--- config.mk ---
export PLATFORM = sky130hd
export DESIGN_NAME = cdf_deframer
export DESIGN_NICKNAME = d
export VERILOG_FILES = /design/src/hw/cdf_pkg.sv /design/src/hw/cdf_buf2.sv /design/src/hw/cdf_crc32.sv /design/src/hw/cdf_deframer.sv
export VERILOG_INCLUDE_DIRS = /design/src /design/src/hw
export SDC_FILE = /design/constraint.sdc
export NUM_CORES = 2
export LEC_CHECK = 0
export BUFFER_PORTS_ARGS = -buffer_cell sky130_fd_sc_hd__buf_2
export CORE_AREA = 2 2 240 242
export DETAILED_ROUTE_END_ITERATION = 8
export DIE_AREA = 0 0 242 244
export PLACE_DENSITY_LB_ADDON = 0.1
export SYNTH_ARGS = -nofsm -noshare
export SYNTH_HDL_FRONTEND = slang
export SYNTH_SLANG_ARGS = --single-unit
--- constraint.sdc ---
create_clock -name i_mclk -period 10.6 [get_ports i_mclk]
set_input_delay 1.59 -clock i_mclk [delete_from_list [all_inputs] [get_ports i_mclk]]
set_output_delay 1.59 -clock i_mclk [all_outputs]
set_load 0.005 [all_outputs]
--- src/hw/cdf_cfg.svh ---
`ifndef CDF_CFG_SVH
`define CDF_CFG_SVH

// Column characters as the receive aligner stores them
`define CDF_IDLE_BYTE 8'h07
`define CDF_START_BYTE 8'hFB

// Header word layout: check value on top, tag in the middle, length low
`define CDF_HCRC_MSB 63
`define CDF_HCRC_LSB 32
`define CDF_LEN_MSB 15
`define CDF_LEN_LSB 0
`define CDF_HCRC_NBYTES 4'h4

// Byte arithmetic of one 64-bit beat and of the trailing packet check
`define CDF_WORD_BYTES 16'h0008
`define CDF_TAIL_BYTES 16'h0004
`define CDF_FULL_NBYTES 4'h8

// Check-value engine, reflected, no final inversion
`define CDF_CRC_INIT 32'hFFFFFFFF
`define CDF_CRC_POLY 32'hEDB88320

// Read threshold in bytes and the wait before residual words are drained
`define CDF_RD_THRESH 11'h040
`define CDF_DRAIN_WAIT 32
`define CDF_MIN_AVAIL 11'h008

`endif

--- src/hw/cdf_pkg.sv ---
package cdf_pkg;

  // Framing controller states
  typedef enum logic [2:0] {
    CDF_HUNT_IDLE,
    CDF_HUNT_START,
    CDF_HDR,
    CDF_FIRST,
    CDF_DATA,
    CDF_ABT_END,
    CDF_ABT_WAIT
  } cdf_state_t;

endpackage

--- src/hw/cdf_buf2.sv ---
`timescale 1ns/1ps

// Two-entry buffer; entry 0 is the output register
module cdf_buf2
  import cdf_pkg::*;
#(
  parameter int W = 101
)
(
  input wire logic i_mclk,
  input wire logic i_reset,
  input wire logic i_in_valid,
  output logic o_in_ready,
  input wire logic [W-1:0] i_in_data,
  output logic o_out_valid,
  input wire logic i_out_ready,
  output logic [W-1:0] o_out_data,
  output logic [1:0] o_count
);

  if (W < 1)
    $error("cdf_buf2: width must be positive");

  typedef struct packed {
    logic [W-1:0] d0;
    logic [W-1:0] d1;
    logic [1:0] cnt;
    logic vld;
  } cdf_buf_st_t;

  cdf_buf_st_t q_r;
  cdf_buf_st_t q_nxt;
  logic pop;
  logic push;

  assign pop = q_r.vld && i_out_ready;
  assign push = i_in_valid && (q_r.cnt != 2'h2);

  // Pop shifts entry 1 forward before the push lands; a full buffer still refuses
  // a word in the cycle the sink drains one, as push looks only at the old count
  always_comb
  begin
    q_nxt = q_r;
    if (pop)
    begin
      q_nxt.d0 = q_r.d1;
      q_nxt.cnt = q_r.cnt - 2'h1;
    end
    if (push)
    begin
      if (q_nxt.cnt == 2'h0)
        q_nxt.d0 = i_in_data;
      else
        q_nxt.d1 = i_in_data;
      q_nxt.cnt = q_nxt.cnt + 2'h1;
    end
    q_nxt.vld = (q_nxt.cnt != 2'h0);
  end

  always_ff @(posedge i_mclk)
  begin
    if (i_reset)
      q_r <= '0;
    else
      q_r <= q_nxt;
  end

  assign o_in_ready = (q_r.cnt != 2'h2);
  assign o_out_valid = q_r.vld;
  assign o_out_data = q_r.d0;
  assign o_count = q_r.cnt;

endmodule

--- src/hw/cdf_crc32.sv ---
`timescale 1ns/1ps
`include "cdf_cfg.svh"

// Combinational check-value step over up to eight bytes, MSB byte first
module cdf_crc32
  import cdf_pkg::*;
(
  input wire logic [31:0] i_crc,
  input wire logic [63:0] i_data,
  input wire logic [3:0] i_nbytes,
  output logic [31:0] o_crc
);

  logic [31:0] acc;

  // One byte through the reflected polynomial
  function automatic logic [31:0] crc_byte(input logic [31:0] c, input logic [7:0] d);
    logic [31:0] x;
    x = c ^ {24'h000000, d};
    for (int k = 0; k < 8; k++)
      x = x[0] ? ((x >> 1) ^ `CDF_CRC_POLY) : (x >> 1);
    return x;
  endfunction

  // Bytes beyond the count are skipped, so partial tails need no masking
  always_comb
  begin
    acc = i_crc;
    for (int b = 0; b < 8; b++)
      if (4'(b) < i_nbytes)
        acc = crc_byte(acc, i_data[63 - 8 * b -: 8]);
    o_crc = acc;
  end

endmodule

--- src/hw/cdf_deframer.sv ---
`timescale 1ns/1ps
`include "cdf_cfg.svh"

module cdf_deframer
  import cdf_pkg::*;
#(
  parameter logic [10:0] RD_THRESH = `CDF_RD_THRESH,
  parameter int DRAIN_WAIT = `CDF_DRAIN_WAIT
)
(
  input wire logic i_mclk,
  input wire logic i_reset,
  input wire logic i_backend_reset_n,
  input wire logic i_dma_sink_ready,
  output logic o_ctl_source_ready,
  output logic o_pkt_first_beat,
  output logic o_pkt_last_beat,
  output logic [2:0] o_last_beat_byte_count,
  output logic [63:0] o_dma_payload,
  output logic [63:0] o_pkt_crc_status,
  input wire logic i_dma_abort_req,
  output logic o_abort_grant,
  input wire logic [10:0] i_fifo_avail_bytes,
  input wire logic [63:0] i_fifo_rd_data,
  output logic o_fifo_rd_en,
  output logic o_dropped_pkt_flag,
  input wire logic i_dropped_flag_clear
);

  localparam int BW = 64 + 1 + 1 + 3 + 32;

  // The threshold must admit at least one whole word and the drain wait must fit the timer count
  if (RD_THRESH < `CDF_MIN_AVAIL)
    $error("cdf_deframer: RD_THRESH below one word");
  if (DRAIN_WAIT < 1 || DRAIN_WAIT > 255)
    $error("cdf_deframer: DRAIN_WAIT out of range");

  typedef struct packed {
    cdf_state_t st;
    logic rd_en;
    logic rv;
    logic [63:0] hdr;
    logic [15:0] rem;
    logic [31:0] crc;
    logic drop;
    logic grant;
    logic [7:0] dcnt;
  } cdf_ctl_st_t;

  cdf_ctl_st_t q_r;
  cdf_ctl_st_t q_nxt;

  logic rst;
  logic [63:0] wd;
  logic [7:0] lane_idle;
  logic is_idle;
  logic is_start;
  logic [31:0] hcrc;
  logic hdr_match;
  logic [31:0] pcrc;
  logic [63:0] beat_data;
  logic is_last;
  logic push;
  logic push_sop;
  logic push_eop;
  logic [2:0] push_cnt;
  logic [31:0] push_stat;
  logic [63:0] push_data;
  logic drop_ev;
  logic thr_ok;
  logic drn_ok;
  logic want;
  logic room;
  logic [BW-1:0] buf_out;
  logic [1:0] buf_cnt;
  logic buf_rdy;
  logic [63:0] hdr_lo;
  logic [31:0] pcrc_seed;

  // Bytes of this beat that enter the payload check: the last four bytes of
  // the packet carry the sender's own check value and are left out
  function automatic logic [3:0] take_bytes(input logic [15:0] rem);
    if (rem >= `CDF_WORD_BYTES + `CDF_TAIL_BYTES)
      take_bytes = `CDF_FULL_NBYTES;
    else if (rem > `CDF_TAIL_BYTES)
      take_bytes = 4'(rem - `CDF_TAIL_BYTES);
    else
      take_bytes = 4'h0;
  endfunction

  // Backend reset from the DMA acts like the local one
  assign rst = i_reset || !i_backend_reset_n;

  // Read data belongs to the read enable of the previous cycle
  assign wd = i_fifo_rd_data;

  // Column classification of the returning word
  generate
    for (genvar g = 0; g < 8; g++)
    begin : g_lane
      assign lane_idle[g] = (wd[8 * g +: 8] == `CDF_IDLE_BYTE);
    end
  endgenerate

  assign is_idle = &lane_idle;
  assign is_start = (wd[63:56] == `CDF_START_BYTE) && (&lane_idle[6:0]);

  // Header check over tag and length, compared with the stored check value
  assign hdr_lo = {wd[31:0], 32'h00000000};
  cdf_crc32 u_hcrc (
    .i_crc(`CDF_CRC_INIT),
    .i_data(hdr_lo),
    .i_nbytes(`CDF_HCRC_NBYTES),
    .o_crc(hcrc)
  );
  assign hdr_match = (hcrc == wd[`CDF_HCRC_MSB:`CDF_HCRC_LSB]);

  // Running payload check; the header beat restarts it
  assign beat_data = (q_r.st == CDF_FIRST) ? q_r.hdr : wd;
  assign pcrc_seed = (q_r.st == CDF_FIRST) ? `CDF_CRC_INIT : q_r.crc;
  cdf_crc32 u_pcrc (
    .i_crc(pcrc_seed),
    .i_data(beat_data),
    .i_nbytes(take_bytes(q_r.rem)),
    .o_crc(pcrc)
  );

  assign is_last = (q_r.rem <= `CDF_WORD_BYTES);

  // Threshold gate and residual drain timer
  assign thr_ok = (i_fifo_avail_bytes >= RD_THRESH);
  assign drn_ok = (q_r.dcnt == 8'(DRAIN_WAIT)) && (i_fifo_avail_bytes >= `CDF_MIN_AVAIL);

  // Room counts the word that this cycle pushes, so a read issued now always
  // finds a free entry when its data returns
  assign buf_rdy = (buf_cnt != 2'h2);
  assign room = (buf_cnt == 2'h0) || ((buf_cnt == 2'h1) && !push);

  // Framing controller
  always_comb
  begin
    q_nxt = q_r;
    q_nxt.rv = q_r.rd_en;
    q_nxt.rd_en = 1'b0;
    push = 1'b0;
    push_sop = 1'b0;
    push_eop = 1'b0;
    push_cnt = 3'h0;
    push_stat = 32'h00000000;
    push_data = beat_data;
    drop_ev = 1'b0;
    want = 1'b0;
    if (i_dma_abort_req && (q_r.st != CDF_ABT_END) && (q_r.st != CDF_ABT_WAIT))
    begin
      // An open packet must be closed before the grant
      q_nxt.st = (q_r.st == CDF_DATA) ? CDF_ABT_END : CDF_ABT_WAIT;
    end
    else
    begin
      case (q_r.st)
        CDF_HUNT_IDLE:
        begin
          if (q_r.rv && is_idle)
            q_nxt.st = CDF_HUNT_START;
        end
        CDF_HUNT_START:
        begin
          // A longer idle run keeps waiting for the start column
          if (q_r.rv)
            q_nxt.st = is_start ? CDF_HDR : (is_idle ? CDF_HUNT_START : CDF_HUNT_IDLE);
        end
        CDF_HDR:
        begin
          // A matching check only proves framing of this word; a packet that
          // slipped inside another may still pass once
          if (q_r.rv)
          begin
            q_nxt.hdr = wd;
            q_nxt.rem = wd[`CDF_LEN_MSB:`CDF_LEN_LSB];
            if (hdr_match)
              q_nxt.st = CDF_FIRST;
            else
            begin
              drop_ev = 1'b1;
              q_nxt.st = CDF_HUNT_IDLE;
            end
          end
        end
        CDF_FIRST, CDF_DATA:
        begin
          // Header beat goes out one cycle after its check, as the first beat
          if ((q_r.st == CDF_FIRST) ? buf_rdy : q_r.rv)
          begin
            push = 1'b1;
            push_sop = (q_r.st == CDF_FIRST);
            push_eop = is_last;
            push_cnt = q_r.rem[2:0];
            push_stat = pcrc;
            q_nxt.crc = pcrc;
            q_nxt.rem = is_last ? 16'h0000 : q_r.rem - `CDF_WORD_BYTES;
            q_nxt.st = is_last ? CDF_HUNT_IDLE : CDF_DATA;
          end
        end
        CDF_ABT_END:
        begin
          // Filler beat closes the open packet; its contents carry no data
          if (buf_rdy)
          begin
            push = 1'b1;
            push_eop = 1'b1;
            push_stat = q_r.crc;
            push_data = 64'h0000000000000000;
            q_nxt.st = CDF_ABT_WAIT;
          end
        end
        CDF_ABT_WAIT:
        begin
          // Grant only after every beat has left, held until backend reset
          if (buf_cnt == 2'h0)
            q_nxt.grant = 1'b1;
        end
        default:
        begin
          q_nxt.st = CDF_HUNT_IDLE;
        end
      endcase
    end
    // Set wins over a clear arriving in the same cycle
    q_nxt.drop = (q_r.drop && !i_dropped_flag_clear) || drop_ev;
    // Drain timer runs while words sit below the threshold
    if (thr_ok || (i_fifo_avail_bytes < `CDF_MIN_AVAIL))
      q_nxt.dcnt = 8'h00;
    else if (q_r.dcnt != 8'(DRAIN_WAIT))
      q_nxt.dcnt = q_r.dcnt + 8'h01;
    // One read in flight at a time: the state that receives the word is known
    // when the read is issued, at the cost of half the peak read rate
    case (q_nxt.st)
      CDF_HUNT_IDLE, CDF_HUNT_START, CDF_HDR, CDF_DATA: want = 1'b1;
      default: want = 1'b0;
    endcase
    q_nxt.rd_en = !q_r.rd_en && want && i_dma_sink_ready && (thr_ok || drn_ok) && room;
  end

  always_ff @(posedge i_mclk)
  begin
    if (rst)
      q_r <= '0;
    else
      q_r <= q_nxt;
  end

  // Output buffer holds beats while the DMA stalls
  cdf_buf2 #(
    .W(BW)
  ) u_buf (
    .i_mclk(i_mclk),
    .i_reset(rst),
    .i_in_valid(push),
    .o_in_ready(),
    .i_in_data({push_data, push_sop, push_eop, push_cnt, push_stat}),
    .o_out_valid(o_ctl_source_ready),
    .i_out_ready(i_dma_sink_ready),
    .o_out_data(buf_out),
    .o_count(buf_cnt)
  );

  // Beat fields unpacked straight from the output register
  assign o_dma_payload = buf_out[BW-1 -: 64];
  assign o_pkt_first_beat = buf_out[36];
  assign o_pkt_last_beat = buf_out[35];
  assign o_last_beat_byte_count = buf_out[34:32];
  assign o_pkt_crc_status = {32'h00000000, buf_out[31:0]};
  assign o_fifo_rd_en = q_r.rd_en;
  assign o_dropped_pkt_flag = q_r.drop;
  assign o_abort_grant = q_r.grant;
endmodule

==> reports/results.ini <==
[status]
status=finished, final reports clean

[route]
num_vias=29600
wire_per_inst_microns=21.5
drc_errors=0
wl_microns=109000
drt-vias-per-instance=5.83
firstDrtPassIters=5
drt-initial-drc-count=2865
drtAntennaViolNets=0

[final_layout]
n_fill_cell=5089
fin_nets=4380
postLayoutCellArea_sq_mm=0.0356
multi_input_area_sq_mm=0.0224
drive_gt1_frac=0.189
finalNonFillerCells=5071
regArea_sq_mm=0.00665
area_delta_synth_final_pct=15.5

[placement]
dp_hpwl_microns=84200
dp.cells=5001
port_buffers=182
gp_congestion=1.00
placed_area_sq_mm=0.0342

[worst_setup_path]
cp_top_family=XOR/XNOR gates
arrival_ns=10.68
cp.required_ns=11.05
r2r_start=q_r[45]
startpoint=i_fifo_rd_data[57]
worst-path-buf-inv=5
cpMaxStageDelayCell=mux2i_1
cp-start-kind=input port
worstPathMaxFanout=4
endpoint_kind=flop
max_stage_delay_ns=0.52
critPathKind=in -> reg

[timing]
worst_pin_slew_ns=1.11
finalMaxSlewViolations=0
finalHoldWorstSlack_ns=0.454
setup-violations-final=0
min_period_ns=10.23
rsz0062_at_grt=no
max_freq_mhz=97.8
hold_violations=0
tns_ns=0
fin_crit_sh=0.965
fin_skew_ns=0.0259
slew_headroom=0.238

[cts]
cts_tree=done
ctsRootBufferMaster=clkbuf_16
clk_latency_ns=0.59
htree_levels=2
cts_sinks=332
clkSlewWorstSetupHoldPaths_ns=0.06
post_cts_buffers=0
cts_buffers=38
cts_buffer_depth=3

[hold_path]
min-delay-start=q_r[69]
min_path_type=reg -> reg

[floorplanning]
die_h_microns=244
core_area_sq_mm=0.0562
rows=87
die-area_sq_mm=0.0590
initial_utilization=0.548
fp.dieW_microns=242
ios=218

[synthesis]
synth_common_cells=nand2_1 (732), xnor2_1 (504), a21oi_1 (347)
synthFlopType=dfxtp_1
yosysMostFrequentCell=nand2_1
synth.cell_area_sq_mm=0.0308
synth.avg_cell_area_sq_um=7.70
synthArstFlopShare=0
synth-edff-count=0
ys_ff_latch=332
synth_cells=4003
ys_seq_area_frac=0.216
synth_area_leaders=dfxtp_1 (22%), xnor2_1 (14%), nand2_1 (8.9%), a21oi_1 (5.6%), xor2_1 (5.6%)
ys_warn_count=0
ys_types=101
synth_area_leader_cell=dfxtp_1
synth_top_area_share=0.216

[grt]
grt_max_degree=154
grt_pass1_vias=27300
antenna_found_initial=1
grt-ovfl-total=0
grtUsageTotal=0.361
grt_pass1_wl_microns=166000

[pwr]
powerDensity_mw_per_mm2=191
pwr-share-seq=0.184
switching_share=0.419
pwr-share-clk=0.203
ir_drop_mv=0.493
power.leakage_nw=14.2
combPwrFrac=0.613
internal-power_mw=3.96
switching_power_mw=2.85

[run]
maxCapViolCount=0

==> registers in the layout, summed over array words and instances (netlist names) <==
register            flops
o_abort_grant           1
u_buf.o_out_valid       1
u_buf.o_out_data      101
o_fifo_rd_en            1
o_dropped_pkt_flag      1
u_buf.o_count           2
u_buf.q_r             101
q_r                   124
==> worst reg2reg max path, delay by kind of cell, from the launching register on <==
kind	cells	cell delay, ns
multiplexers	2	0.72
adder cells (fa/ha/maj)	1	0.38
buffers and inverters	8	1.45
AND/OR/NAND/NOR	7	1.52
flip-flops	1	0.45
AO/OA/AOI/OAI	11	2.42
XOR/XNOR	12	3.05
==> what timing repair did <==
item                                    4_1_cts  5_1_grt
resized for setup                             0       11
endpoints found under the setup margin        0       69
hold buffers                                  0        0
==> through the flow <==
step                      utilization  worst slack (ns)  total power, mW
final                           0.633             0.373             6.81
after detailed placement        0.609            -0.120             5.37
after floorplan                     -           -0.0212             4.52
after CTS                       0.632             0.393             6.77
after global placement          0.609           -0.0678             5.36
after global routing            0.633           0.00188             7.22
==> power groups by stage <==
stage | clock (mW) | sequential (mW) | combinational, mW
4_1_cts | 1.40 | 1.25 | 4.12
2_1_floorplan | 0 | 1.28 | 3.24
5_1_grt | 1.45 | 1.25 | 4.52
3_5_place_dp | 0 | 1.28 | 4.09
3_3_place_gp | 0 | 1.28 | 4.08
6_report | 1.38 | 1.25 | 4.18
==> layer usage <==
layer | up-vias | wire, microns | global-route usage
met5 | - | 0 | 0
met4 | 0 | 5950 | 0.177
met1 | 14000 | 47200 | 0.494
li1 | 14100 | - | -
met3 | 216 | 7970 | 0.0461
met2 | 1205 | 48000 | 0.564
==> path summary, 6_finish.rpt <==
check	end	slack (ns)	cells after the start
worst min register to register	q_r[69]	0.45	2
worst min-delay path	q_r[69]	0.45	2
worst max-delay path	q_r[37]	0.37	36
worst max register to register	u_buf.q_r[22]	0.48	41
==> placed cells by master, fill, tap and decap left out, drive strengths merged, types with 27 or more instances in the layout <==
cell / n
a21oi: 350
a311oi: 73
a31oi: 30
buf: 607
clkbuf: 49
conb: 32
dfxtp: 332
mux2i: 152
nand2: 732
nand3: 63
nand4: 27
nor2: 335
nor3: 71
o211ai: 48
o21ai: 163
xnor2: 529
xnor3: 64
xor2: 208
==> kinds of logic after synthesis <==
family / Yosys count / synth area share
adder cells (fa/ha/maj): 14 / 0.00569
XOR/XNOR: 811 / 0.277
buffers and inverters: 417 / 0.0701
AND/OR/NAND/NOR: 1408 / 0.200
AO/OA/AOI/OAI: 851 / 0.175
flip-flops: 332 / 0.216
other: 1 / 0.000122
multiplexers: 169 / 0.0567
==> cell type report <==
cell class              instances  share of cell area
diodes                          1           0.0000703
well taps                     756              0.0266
inverters                      21             0.00222
clock inverters                20             0.00658
clock buffers                  49              0.0299
multi-input cells            3285               0.631
flip-flops and latches        332               0.187
repair buffers                607               0.117
Note: power is estimated with default switching activity, not from simulation.
